==> src/iew_pkg.sv <==
package iew_pkg;

  // ==========================================================
  // Register map
  localparam logic [7:0] ADDR_ENABLE_MASK = 8'h04;
  localparam logic [7:0] ADDR_UNLOCK_KEY = 8'h07;
  localparam logic [7:0] ADDR_WAKE_LOW = 8'h08;
  localparam logic [7:0] ADDR_WAKE_HIGH = 8'h09;
  localparam logic [7:0] ADDR_LEGACY_WAKE_LOW = 8'h0A;
  localparam logic [7:0] ADDR_LEGACY_WAKE_HIGH = 8'h08;

  // ==========================================================
  // Fields and reset values
  localparam int BIT_CMD_EN = 5;
  localparam int BIT_PROX3_IE = 4;
  localparam int BIT_PROX2_IE = 3;
  localparam int BIT_PROX1_IE = 2;
  localparam int BIT_AMBIENT_IE = 0;
  localparam logic [7:0] ENABLE_WRITE_MASK = 8'h3D;
  localparam logic [7:0] RESET_BYTE = 8'h00;
  localparam logic [7:0] UNLOCK_VALUE = 8'h17;
  // Arbitrary neutral value standing for the revision with the interval low byte at 0x0A and high byte at 0x08
  localparam logic [7:0] LEGACY_REVISION = 8'h5A;

  // ==========================================================
  // Timing
  localparam real TICK_US = 31.25;
  localparam real CLK_PERIOD_NS = 10.0;
  localparam int TICK_CYCLES = int'(TICK_US * 1000.0 / CLK_PERIOD_NS);
  localparam logic [11:0] TICK_LAST = 12'(TICK_CYCLES - 1);

  // ==========================================================
  // Types
  typedef enum logic [1:0] {
    SEQ_IDLE = 2'b00,
    SEQ_SCAN = 2'b01,
    SEQ_WAIT = 2'b10
  } iew_seq_e;

  typedef enum logic [2:0] {
    SEL_NONE = 3'b000,
    SEL_ENABLE = 3'b001,
    SEL_KEY = 3'b010,
    SEL_LOW = 3'b011,
    SEL_HIGH = 3'b100
  } iew_sel_e;

  typedef struct packed {
    logic cmd;
    logic prox3;
    logic prox2;
    logic prox1;
    logic ambient;
  } iew_events_s;

  typedef struct packed {
    logic wr;
    logic rd;
    logic [7:0] addr;
    logic [7:0] data;
  } iew_regreq_s;

endpackage : iew_pkg

==> src/iew_irq_wake.sv <==
`timescale 1ns/1ps
module iew_irq_wake
  import iew_pkg::*;
(
  input logic sys_clk,
  input logic rstn,
  input logic ce,
  input iew_regreq_s regReq,
  output logic [7:0] regRdData_ff,
  input logic [7:0] sequencerRevision,
  input iew_events_s eventFlags,
  input logic intOutputEnable,
  output logic intPinOut_ff,
  output logic intPinOeN_ff,
  input logic [7:0] channelList,
  input logic measDone,
  output logic [7:0] measReq_ff,
  output logic wakeBusy_ff,
  output logic keyUnlocked_ff
);

  // ==========================================================
  // Address decode, shared by write and read paths
  function automatic iew_sel_e decodeSel(input logic [7:0] addr, input logic legacy);
    iew_sel_e sel;
    sel = SEL_NONE;
    if (addr == ADDR_ENABLE_MASK) begin
      sel = SEL_ENABLE;
    end else if (addr == ADDR_UNLOCK_KEY) begin
      sel = SEL_KEY;
    end else if (legacy) begin
      if (addr == ADDR_LEGACY_WAKE_LOW) begin
        sel = SEL_LOW;
      end else if (addr == ADDR_LEGACY_WAKE_HIGH) begin
        sel = SEL_HIGH;
      end
    end else begin
      if (addr == ADDR_WAKE_LOW) begin
        sel = SEL_LOW;
      end else if (addr == ADDR_WAKE_HIGH) begin
        sel = SEL_HIGH;
      end
    end
    return sel;
  endfunction : decodeSel

  // ==========================================================
  // Register file
  logic [7:0] enableMask_ff, nxt_enableMask;
  logic [7:0] unlockKey_ff, nxt_unlockKey;
  logic [7:0] wakeLow_ff, nxt_wakeLow;
  logic [7:0] wakeHigh_ff, nxt_wakeHigh;
  logic [7:0] nxt_regRdData;
  logic nxt_keyUnlocked;
  logic legacyMap;
  iew_sel_e regSel;

  assign legacyMap = (sequencerRevision == LEGACY_REVISION);
  assign regSel = decodeSel(regReq.addr, legacyMap);

  always_comb begin
    nxt_enableMask = enableMask_ff;
    nxt_unlockKey = unlockKey_ff;
    nxt_wakeLow = wakeLow_ff;
    nxt_wakeHigh = wakeHigh_ff;
    nxt_regRdData = regRdData_ff;
    if (regReq.wr) begin
      case (regSel)
        SEL_ENABLE: begin
          // Reserved positions never store, so they read zero
          nxt_enableMask = regReq.data & ENABLE_WRITE_MASK;
        end
        SEL_KEY: begin
          nxt_unlockKey = regReq.data;
        end
        SEL_LOW: begin
          nxt_wakeLow = regReq.data;
        end
        SEL_HIGH: begin
          nxt_wakeHigh = regReq.data;
        end
        default: begin
        end
      endcase
    end
    if (regReq.rd) begin
      case (regSel)
        SEL_ENABLE: begin
          nxt_regRdData = enableMask_ff;
        end
        SEL_KEY: begin
          nxt_regRdData = unlockKey_ff;
        end
        SEL_LOW: begin
          nxt_regRdData = wakeLow_ff;
        end
        SEL_HIGH: begin
          nxt_regRdData = wakeHigh_ff;
        end
        default: begin
          nxt_regRdData = RESET_BYTE;
        end
      endcase
    end
    // Sequencing only runs once the host has programmed the key
    nxt_keyUnlocked = (nxt_unlockKey == UNLOCK_VALUE);
  end

  always_ff @(posedge sys_clk or negedge rstn) begin
    if (!rstn) begin
      enableMask_ff <= RESET_BYTE;
      unlockKey_ff <= RESET_BYTE;
      wakeLow_ff <= RESET_BYTE;
      wakeHigh_ff <= RESET_BYTE;
      regRdData_ff <= RESET_BYTE;
      keyUnlocked_ff <= 1'b0;
    end else if (ce) begin
      enableMask_ff <= nxt_enableMask;
      unlockKey_ff <= nxt_unlockKey;
      wakeLow_ff <= nxt_wakeLow;
      wakeHigh_ff <= nxt_wakeHigh;
      regRdData_ff <= nxt_regRdData;
      keyUnlocked_ff <= nxt_keyUnlocked;
    end
  end

  // ==========================================================
  // Interrupt request and open-drain pin
  logic [4:0] srcHit;
  logic irqReq;
  logic nxt_intPinOeN;

  assign srcHit[4] = eventFlags.cmd & enableMask_ff[BIT_CMD_EN];
  assign srcHit[3] = eventFlags.prox3 & enableMask_ff[BIT_PROX3_IE];
  assign srcHit[2] = eventFlags.prox2 & enableMask_ff[BIT_PROX2_IE];
  assign srcHit[1] = eventFlags.prox1 & enableMask_ff[BIT_PROX1_IE];
  assign srcHit[0] = eventFlags.ambient & enableMask_ff[BIT_AMBIENT_IE];
  assign irqReq = |srcHit;

  always_comb begin
    // Pin is only ever pulled low, never driven high
    nxt_intPinOeN = ~(intOutputEnable & irqReq);
  end

  always_ff @(posedge sys_clk or negedge rstn) begin
    if (!rstn) begin
      intPinOut_ff <= 1'b0;
      intPinOeN_ff <= 1'b1;
    end else if (ce) begin
      intPinOut_ff <= 1'b0;
      intPinOeN_ff <= nxt_intPinOeN;
    end
  end

  // ==========================================================
  // Wake interval timer
  logic [15:0] wakeInterval;
  logic [11:0] tickCnt_ff, nxt_tickCnt;
  logic [15:0] intervalCnt_ff, nxt_intervalCnt;
  logic wakePulse_ff, nxt_wakePulse;

  assign wakeInterval = {wakeHigh_ff, wakeLow_ff};

  always_comb begin
    nxt_tickCnt = tickCnt_ff;
    nxt_intervalCnt = intervalCnt_ff;
    nxt_wakePulse = 1'b0;
    // A zero interval stops autonomous wake-ups altogether
    if (!keyUnlocked_ff || wakeInterval == 16'h0000) begin
      nxt_tickCnt = 12'h000;
      nxt_intervalCnt = 16'h0000;
    end else if (tickCnt_ff == TICK_LAST) begin
      nxt_tickCnt = 12'h000;
      // Compare with >= so a shrunk interval does not wrap the counter
      if (intervalCnt_ff + 16'h0001 >= wakeInterval) begin
        nxt_intervalCnt = 16'h0000;
        nxt_wakePulse = 1'b1;
      end else begin
        nxt_intervalCnt = intervalCnt_ff + 16'h0001;
      end
    end else begin
      nxt_tickCnt = tickCnt_ff + 12'h001;
    end
  end

  always_ff @(posedge sys_clk or negedge rstn) begin
    if (!rstn) begin
      tickCnt_ff <= 12'h000;
      intervalCnt_ff <= 16'h0000;
      wakePulse_ff <= 1'b0;
    end else if (ce) begin
      tickCnt_ff <= nxt_tickCnt;
      intervalCnt_ff <= nxt_intervalCnt;
      wakePulse_ff <= nxt_wakePulse;
    end
  end

  // ==========================================================
  // Measurement sweep over the channel list
  iew_seq_e seqState_ff, nxt_seqState;
  logic [2:0] chanIdx_ff, nxt_chanIdx;
  logic [7:0] chanList_ff, nxt_chanList;
  logic [7:0] nxt_measReq;
  logic nxt_wakeBusy;

  always_comb begin
    nxt_seqState = seqState_ff;
    nxt_chanIdx = chanIdx_ff;
    nxt_chanList = chanList_ff;
    nxt_measReq = 8'h00;
    case (seqState_ff)
      SEQ_IDLE: begin
        // A wake that lands during a sweep is dropped, not queued
        if (wakePulse_ff) begin
          nxt_chanList = channelList;
          nxt_chanIdx = 3'h0;
          nxt_seqState = SEQ_SCAN;
        end
      end
      SEQ_SCAN: begin
        if (chanList_ff[chanIdx_ff]) begin
          nxt_measReq = 8'(8'h01 << chanIdx_ff);
          nxt_seqState = SEQ_WAIT;
        end else if (chanIdx_ff == 3'h7) begin
          nxt_seqState = SEQ_IDLE;
        end else begin
          nxt_chanIdx = chanIdx_ff + 3'h1;
        end
      end
      SEQ_WAIT: begin
        if (measDone) begin
          if (chanIdx_ff == 3'h7) begin
            nxt_seqState = SEQ_IDLE;
          end else begin
            nxt_chanIdx = chanIdx_ff + 3'h1;
            nxt_seqState = SEQ_SCAN;
          end
        end
      end
      default: begin
        nxt_seqState = SEQ_IDLE;
      end
    endcase
    nxt_wakeBusy = (nxt_seqState != SEQ_IDLE);
  end

  always_ff @(posedge sys_clk or negedge rstn) begin
    if (!rstn) begin
      seqState_ff <= SEQ_IDLE;
      chanIdx_ff <= 3'h0;
      chanList_ff <= 8'h00;
      measReq_ff <= 8'h00;
      wakeBusy_ff <= 1'b0;
    end else if (ce) begin
      seqState_ff <= nxt_seqState;
      chanIdx_ff <= nxt_chanIdx;
      chanList_ff <= nxt_chanList;
      measReq_ff <= nxt_measReq;
      wakeBusy_ff <= nxt_wakeBusy;
    end
  end

  // ==========================================================
  // Checks
  logic [31:0] gapCnt_ff;
  logic gapValid_ff;

  always_ff @(posedge sys_clk or negedge rstn) begin
    if (!rstn) begin
      gapCnt_ff <= 32'h0;
      gapValid_ff <= 1'b0;
    end else if (ce) begin
      if (wakePulse_ff) begin
        gapCnt_ff <= 32'h0;
        gapValid_ff <= 1'b1;
      end else begin
        gapCnt_ff <= gapCnt_ff + 32'h1;
      end
      if (regReq.wr && (regSel == SEL_LOW || regSel == SEL_HIGH || regSel == SEL_KEY)) begin
        gapValid_ff <= 1'b0;
      end
    end
  end

  cmd_irq_gate_a: assert property (@(posedge sys_clk) disable iff (!rstn)
    (ce && intOutputEnable && eventFlags == 5'h10) |=> (intPinOeN_ff == !$past(enableMask_ff[BIT_CMD_EN])))
    else $error("command event gating wrong");

  prox3_irq_gate_a: assert property (@(posedge sys_clk) disable iff (!rstn)
    (ce && intOutputEnable && eventFlags == 5'h08) |=> (intPinOeN_ff == !$past(enableMask_ff[BIT_PROX3_IE])))
    else $error("prox channel three gating wrong");

  prox2_irq_gate_a: assert property (@(posedge sys_clk) disable iff (!rstn)
    (ce && intOutputEnable && eventFlags == 5'h04) |=> (intPinOeN_ff == !$past(enableMask_ff[BIT_PROX2_IE])))
    else $error("prox channel two gating wrong");

  prox1_irq_gate_a: assert property (@(posedge sys_clk) disable iff (!rstn)
    (ce && intOutputEnable && eventFlags == 5'h02) |=> (intPinOeN_ff == !$past(enableMask_ff[BIT_PROX1_IE])))
    else $error("prox channel one gating wrong");

  ambient_irq_gate_a: assert property (@(posedge sys_clk) disable iff (!rstn)
    (ce && intOutputEnable && eventFlags == 5'h01) |=> (intPinOeN_ff == !$past(enableMask_ff[BIT_AMBIENT_IE])))
    else $error("ambient event gating wrong");

  reset_values_a: assert property (@(posedge sys_clk) disable iff (!rstn)
    $rose(rstn) |-> (enableMask_ff == 8'h00 && unlockKey_ff == 8'h00 && wakeLow_ff == 8'h00))
    else $error("register not zero after reset");

  wake_spacing_a: assert property (@(posedge sys_clk) disable iff (!rstn)
    (wakePulse_ff && gapValid_ff && $stable(wakeInterval) && ce && $past(ce))
      |-> (gapCnt_ff == 32'(wakeInterval) * 32'(TICK_CYCLES) - 32'h1))
    else $error("wake spacing differs from interval");

  sweep_selected_a: assert property (@(posedge sys_clk) disable iff (!rstn)
    (measReq_ff != 8'h00) |-> ((measReq_ff & ~chanList_ff) == 8'h00 && $onehot(measReq_ff)))
    else $error("request for unselected channel");

  sweep_start_a: assert property (@(posedge sys_clk) disable iff (!rstn)
    (ce && wakePulse_ff && seqState_ff == SEQ_IDLE && channelList[0]) |=> ce [*2] ##0 (measReq_ff == 8'h01))
    else $error("first selected channel not measured");

  legacy_low_a: assert property (@(posedge sys_clk) disable iff (!rstn)
    (ce && regReq.wr && legacyMap && regReq.addr == ADDR_LEGACY_WAKE_LOW) |=> (wakeLow_ff == $past(regReq.data)))
    else $error("legacy low byte offset not honoured");

  pin_disabled_a: assert property (@(posedge sys_clk) disable iff (!rstn)
    (ce && !intOutputEnable) |=> (intPinOeN_ff && !intPinOut_ff))
    else $error("pin driven while output disabled");

  reserved_zero_a: assert property (@(posedge sys_clk) disable iff (!rstn)
    (ce && intOutputEnable && (eventFlags & {enableMask_ff[5], enableMask_ff[4:2], enableMask_ff[0]}) == 5'h00)
      |=> intPinOeN_ff && enableMask_ff[7:6] == 2'h0 && !enableMask_ff[1])
    else $error("interrupt without enabled flag");

endmodule : iew_irq_wake

==> config.mk <==
export PLATFORM = sky130hd
export DESIGN_NAME = iew_irq_wake
export DESIGN_NICKNAME = d
export VERILOG_FILES = /design/src/iew_pkg.sv /design/src/iew_irq_wake.sv
export SDC_FILE = /design/constraint.sdc
export NUM_CORES = 1
export LEC_CHECK = 0
export BUFFER_PORTS_ARGS = -buffer_cell sky130_fd_sc_hd__buf_2
export CAP_MARGIN = 25
export CORE_MARGIN = 3
export CORE_UTILIZATION = 25
export CTS_CLUSTER_SIZE = 25
export DETAILED_ROUTE_END_ITERATION = 6
export PLACE_DENSITY = 0.46
export SLEW_MARGIN = 5
export SYNTH_ARGS = -nofsm -noshare
export SYNTH_HDL_FRONTEND = slang
export SYNTH_SLANG_ARGS = --single-unit
export TNS_END_PERCENT = 30
==> constraint.sdc <==
create_clock -name sys_clk -period 2.7 [get_ports sys_clk]
set_clock_uncertainty 0.05 [all_clocks]
set_input_delay 0.54 -clock sys_clk [delete_from_list [all_inputs] [get_ports sys_clk]]
set_output_delay 0.54 -clock sys_clk [all_outputs]
set_load 0.02 [all_outputs]
# Word level (Yosys, flattened, before mapping)
# Index checks and enable logic that the tools add are counted.
[totals]
ff_bits = 90
latch_bits = 0
ram_bits = 0
romBits = 0
output_inout_bits = 20
mem_count = 0
[op_classes]
add_sub_neg = 3
multipliers = 0
n_div = 0
n_lt_le_gt_ge = 2
n_eq_ne = 18
n_shift = 1
muxes = 33
n_bitwise = 7
reduce_logical = 15
[ops]
columns = ["op", "count"]
rows = [
  ["two-way mux 16 bit", 3],
  ["two-way mux 3 bit", 11],
  ["two-way mux 8 bit", 4],
  ["case mux 8 bit (4 select lines)", 1],
  ["== test 8 x 4 -> 1 bit, second input constant", 3],
  ["two-way mux 12 bit", 2],
  ["adder 16 x 1 -> 16 bit, second input constant", 1],
  ["== test 8 x 3 -> 1 bit, second input constant", 2],
  [">= comparator 16 bit", 1],
  ["logical NOT 16 bit", 1],
  ["adder 12 x 1 -> 12 bit, second input constant", 1],
  ["== test 12 bit, second input constant", 1],
  ["AND reduction 3 bit", 4],
  ["case mux 3 bit (3 select lines)", 1],
  ["== test 8 x 5 -> 1 bit, second input constant", 1],
  ["== test 8 x 7 -> 1 bit, second input constant", 1],
  ["two-way mux 2 bit", 4],
  ["<< shifter 1 x 3 -> 8 bit, first input constant", 1],
  ["AND 1 bit", 6],
  ["== test 3 x 2 -> 1 bit, second input constant", 2],
  ["== test 3 bit, second input constant", 2],
  ["!= test 2 bit, second input constant", 3],
  ["case mux 2 bit (3 select lines)", 1],
  ["two-way mux 1 bit", 5],
  ["other kinds (15)", 17],
]

# Longest topological paths before layout
[depth]
word_depth = 10
mapped_depth = 14
ltp_nobuf = 12

# Worst setup path after synthesis
# No wires, ideal clock.
[synth_timing]
path_kind = "register -> register"
from = "reg intervalCnt_ff[6]"
to = "reg intervalCnt_ff[9]"
setup_time_ps = 80
arrival_time_ps = 2850
path_slack_ps = -280
path_stages_with_launch = 14
path_buffers = 3
synth_period_minus_slack_ps = 2980
cell_sequence = "dfrtp_1 -> clkbuf_1 -> and4_1 -> nand4_1 -> clkbuf_1 -> or3_1 -> nand2_1 -> ha_1 -> a21oi_1 -> o21ai_0 -> nor4b_4 -> o211ai_2 -> buf_6 -> o211ai_2"
[synth_via]
elab_chain_cells = 5
[synth_rtl]
columns = ["element", "line", "rtl"]
rows = [
  ["start: declaration", "iew_irq_wake.sv:159", "logic [15:0] intervalCnt_ff, nxt_intervalCnt;"],
  ["start signal: assignment", "iew_irq_wake.sv:193", "intervalCnt_ff <= nxt_intervalCnt;"],
  ["adder 16 x 1 -> 16 bit *", "iew_irq_wake.sv:175, iew_irq_wake.sv:179", ""],
  [">= comparator 16 bit", "iew_irq_wake.sv:175", "if (intervalCnt_ff + 16'h0001 >= wakeInterval) begin"],
  ["two-way mux 16 bit *", "iew_irq_wake.sv:175", ""],
  ["two-way mux 16 bit *", "iew_irq_wake.sv:172", "end else if (tickCnt_ff == TICK_LAST) begin"],
  ["two-way mux 16 bit *", "iew_irq_wake.sv:169", "if (!keyUnlocked_ff || wakeInterval == 16'h0000) begin"],
]
# Every way passes the cells marked *; elsewhere a longest branch is shown, timed or not. The select of a mux whose other input is x is not followed.
# A chain may end at the register's enable or synchronous reset.

# Worst setup path after layout
[layout_timing]
from = "reg intervalCnt_ff[3]"
to = "reg intervalCnt_ff[13]"
# Same word-level chain as after synthesis.

==> out/qor.csv <==
stage,metric,value,unit
power_and_ir_drop,total power,3.45,mW
clocking,TritonCTS Buffers,9,
worst_setup_path,highest-delay cell along the critical path,or3_1,
final_layout,antenna fix cells,0,
power_and_ir_drop,Pwr per Cell Area,512,nW/um2
worst_hold_path,min-delay worst type,in -> async,
synthesis,post-synthesis mux area share,9.39,%
power_and_ir_drop,P_leak,3.05,nW
synthesis,Synth Warn #,0,
clocking,Post-CTS Hold Buffers,0,
timing,highest clock rate,358,MHz
detailed_routing,Routed WL,14200,um
synthesis,Synth Area in Simple Gates,18.3,%
worst_setup_path,"CP delay by family, top",simple AND/OR/NAND/NOR gates,
timing,fin. max-slew vios,0,
synthesis,"Avg Cell Area, Syn",10.3,um2
worst_setup_path,CP endpoint kind,flip-flop,
global_routing,vias in the first global route,4555,
timing,Setup TNS,-1.37,ns
placed_design,placed inst area,6260,um2
timing,RSZ-0062 raised after global routing,yes,
detailed_routing,Residual DRC,0,
detailed_routing,DR iter-0 viols,224,
detailed_routing,DR pass1 iterations,4,
timing,Final setup viols,17,
global_routing,initial antenna violation count,0,
worst_setup_path,CP max FO,11,
final_layout,area grow syn2layout,28.8,%
timing,post-route clock period utilization,104,%
clocking,clock root buffer,clkbuf_16,
synthesis,Post-Syn Instances,511,
timing,final hold violation count,0,
synthesis,number of flops mapped to enable cells by yosys,0,
final_layout,Post-Route Utilization,33.0,%
power_and_ir_drop,sw frac,28.1,%
clocking,clock transition at the registers of the reported paths,0.07,ns
detailed_routing,routed vias,4324,
worst_setup_path,Crit. path cell count,12,
floorplanning,CORE AREA,20400,um2
job,max cap viols,0,
worst_setup_path,worst r2r path cells,12,
final_layout,fin area,6750,um2
worst_setup_path,CP Class,reg -> reg,
final_layout,"commonest non-fill, non-tap cell in the layout",dfrtp_1,
outcome,status,"complete, but fails checks",
global_routing,GRT Total Usage,13.2,%
power_and_ir_drop,sequential share of power,43.2,%
final_layout,fraction of final layout cells sized beyond drive strength 1,35.4,%
floorplanning,Initial Util,25.6,%
synthesis,post-synthesis async set-or-reset flop share,100,%
detailed_routing,wire per inst,15.9,um
worst_setup_path,critical path required time,2.92,ns
placed_design,GP Congestion,0.816,
floorplanning,Std-Cell Rows,52,
synthesis,post-synthesis register bit count,90,
power_and_ir_drop,Comb power frac,17.5,%
outcome,failing checks,setup timing,
final_layout,Filler cells,2105,
timing,Final WS setup,-0.0966,ns
global_routing,first-pass GRT wire length,23800,um
timing,Slew HR,66.4,%
synthesis,"Distinct cells, synth",63,
worst_setup_path,crit path DAT,3.02,ns
synthesis,largest family of logic cells by synthesized area,simple AND/OR/NAND/NOR gates,
timing,post-layout min period,2.80,ns
synthesis,Post-synth top flop,dfrtp_1,
floorplanning,IO Count,64,
timing,slew of the pin with the lowest slew margin,0.503,ns
power_and_ir_drop,clock network power share,39.3,%
clocking,clk buf depth,2,
clocking,Worst-Skew Late Latency,0.34,ns
clocking,CTS tree,yes,
timing,hold_ws,0.0347,ns
floorplanning,DIE HEIGHT,151,um
synthesis,Mapped Area,5240,um2
synthesis,Syn Nets,584,
worst_setup_path,CP max stage delay,0.37,ns
clocking,sinks on the clock net,90,
global_routing,largest net degree at the start of global routing,45,
placed_design,IO Port Bufs,62,
global_routing,GRT overflow,0,
detailed_routing,DR vias/cell,4.85,
final_layout,most frequent cells in the layout,"dfrtp_1 (88), buf_2 (63), nand2_1 (57)",
worst_setup_path,CP Buf/Inv Count,2,
synthesis,Synth Area in Adders,6.93,%
clocking,H-Tree Depth,3,
power_and_ir_drop,Internal,2.49,mW
placed_design,hpwl dp,10600,um
synthesis,post-synthesis sequential area ratio,43.0,%
synthesis,Synth Area in XOR/XNOR,2.51,%
worst_setup_path,CP Cell Sequence,and3_4 -> nand4_1 -> buf_6 -> or3_1 -> nand2_2 -> ha_4 -> nand4_1 -> nor3_2 -> nor4b_4 -> o211ai_2 -> buf_12 -> o211ai_2,
power_and_ir_drop,switching power total,0.969,mW
floorplanning,die area,22700,um2
synthesis,Synth Area in Compound Gates,15.7,%
detailed_routing,ANT nets after route,0,
floorplanning,Die X-Extent,151,um
final_layout,nets@finish,689,
worst_setup_path,crit path launch type,flip-flop,
power_and_ir_drop,Worst VDD drop,0.277,mV
-- stage by stage --
| stage | std cells | setup WS, ns |
|---|---|---|
| after floorplan | 511 | 0.00123 |
| after global placement | 869 | -0.190 |
| after detailed placement | 869 | -0.177 |
| after CTS | 890 | -0.0897 |
| after global routing | 891 | -0.248 |
| final | 891 | -0.0966 |
-- final timing paths --
path / from / to / slack, ns
worst min-delay path: rstn / intervalCnt_ff[5]$_DFFE_PN0P_ / 0.03
min in group sys_clk: intOutputEnable / intPinOeN_ff$_DFFE_PN1P_ / 0.29
worst max register to register: intervalCnt_ff[3]$_DFFE_PN0P_ / intervalCnt_ff[13]$_DFFE_PN0P_ / -0.1
worst min register to register: intPinOeN_ff$_DFFE_PN1P_ / intPinOeN_ff$_DFFE_PN1P_ / 0.44
max in group asynchronous: rstn / measReq_ff[2]$_DFFE_PN0P_ / 1.89
worst max-delay path: intervalCnt_ff[3]$_DFFE_PN0P_ / intervalCnt_ff[13]$_DFFE_PN0P_ / -0.1
-- area by class of cell --
type / instances / area, um2 / area share (%)
inverters: 30 / 113 / 1.67
repair buffers: 116 / 749 / 11.1
well taps: 270 / 338 / 5.01
clock buffers: 12 / 236 / 3.50
multi-input cells: 369 / 2980 / 44.2
flip-flops and latches: 90 / 2250 / 33.4
clock inverters: 4 / 76.3 / 1.13
-- worst register-to-register path, delay by kind of cell, from the launching register on --
family	cells	cell delay (ns)
flops	1	0.35
fa+ha+maj	1	0.22
compound gates	2	0.31
simple gates	7	1.46
buf+inv	2	0.35
-- synthesized netlist by cell type (3+ instances only) --
cell / instances / share of area, %
nor2_1: 25 / 1.8
inv_1: 30 / 2.1
nor3_1: 10 / 0.96
a211oi_1: 10 / 1.4
clkbuf_1: 15 / 1.1
nand4b_1: 3 / 0.50
ha_1: 29 / 6.9
nand2b_1: 7 / 0.84
nand3_1: 22 / 2.1
or2_2: 3 / 0.36
o21ai_0: 15 / 1.4
and3_1: 6 / 0.72
a221oi_1: 8 / 1.3
a22o_1: 5 / 0.84
a21oi_1: 8 / 0.76
o21ai_2: 3 / 0.50
buf_1: 3 / 0.21
o211ai_2: 8 / 1.9
nor4_1: 6 / 0.72
nand2_1: 59 / 4.2
o2111ai_1: 15 / 2.5
a21o_1: 3 / 0.43
or3_1: 8 / 0.96
mux2_2: 36 / 7.7
o2bb2ai_1: 9 / 1.5
mux2i_1: 3 / 0.57
dfrtp_1: 89 / 43
a31oi_1: 4 / 0.48
xor2_1: 8 / 1.3
xnor2_1: 7 / 1.2
nor2b_1: 3 / 0.36
nand4_1: 8 / 0.96
and2_1: 4 / 0.48
-- flip-flops by register name, summed over array words and instances (netlist names), 3 cells and up --
signal / flops
tickCnt_ff: 12
wakeHigh_ff: 8
measReq_ff: 8
chanList_ff: 8
wakeLow_ff: 8
chanIdx_ff: 3
enableMask_ff: 5
regRdData_ff: 8
unlockKey_ff: 8
intervalCnt_ff: 16
-- cell families after synthesis --
family          after synthesis
simple gates                179
compound gates              103
flops                        90
buf+inv                      52
mux                          42
fa+ha+maj                    29
xor+xnor                     15
other cells                   1
-- routing by layer --
layer / GRT usage [%] / share of wire, % / up-vias
li1: - / - / 2091
met1: 17.5 / 46 / 2144
met2: 21.6 / 49 / 72
met3: 2.47 / 3.2 / 17
met4: 4.35 / 1.4 / 0
met5: 0 / 0 / -
-- timing repair --
item	in CTS	in global routing
pin swaps	12	4
buffers inserted	4	0
gates cloned	1	1
gates resized for setup	14	11
setup endpoints to repair	17	17
-- power by group through the flow --
stage | clock network, mW | logic (mW) | registers [mW]
after global placement | 0 | 0.580 | 1.52
final | 1.36 | 0.604 | 1.49
after global routing | 1.45 | 0.684 | 1.51
after floorplan | 0 | 0.360 | 1.52
after CTS | 1.40 | 0.596 | 1.50
after detailed placement | 0 | 0.585 | 1.52
(Power assumes the default switching activity.)
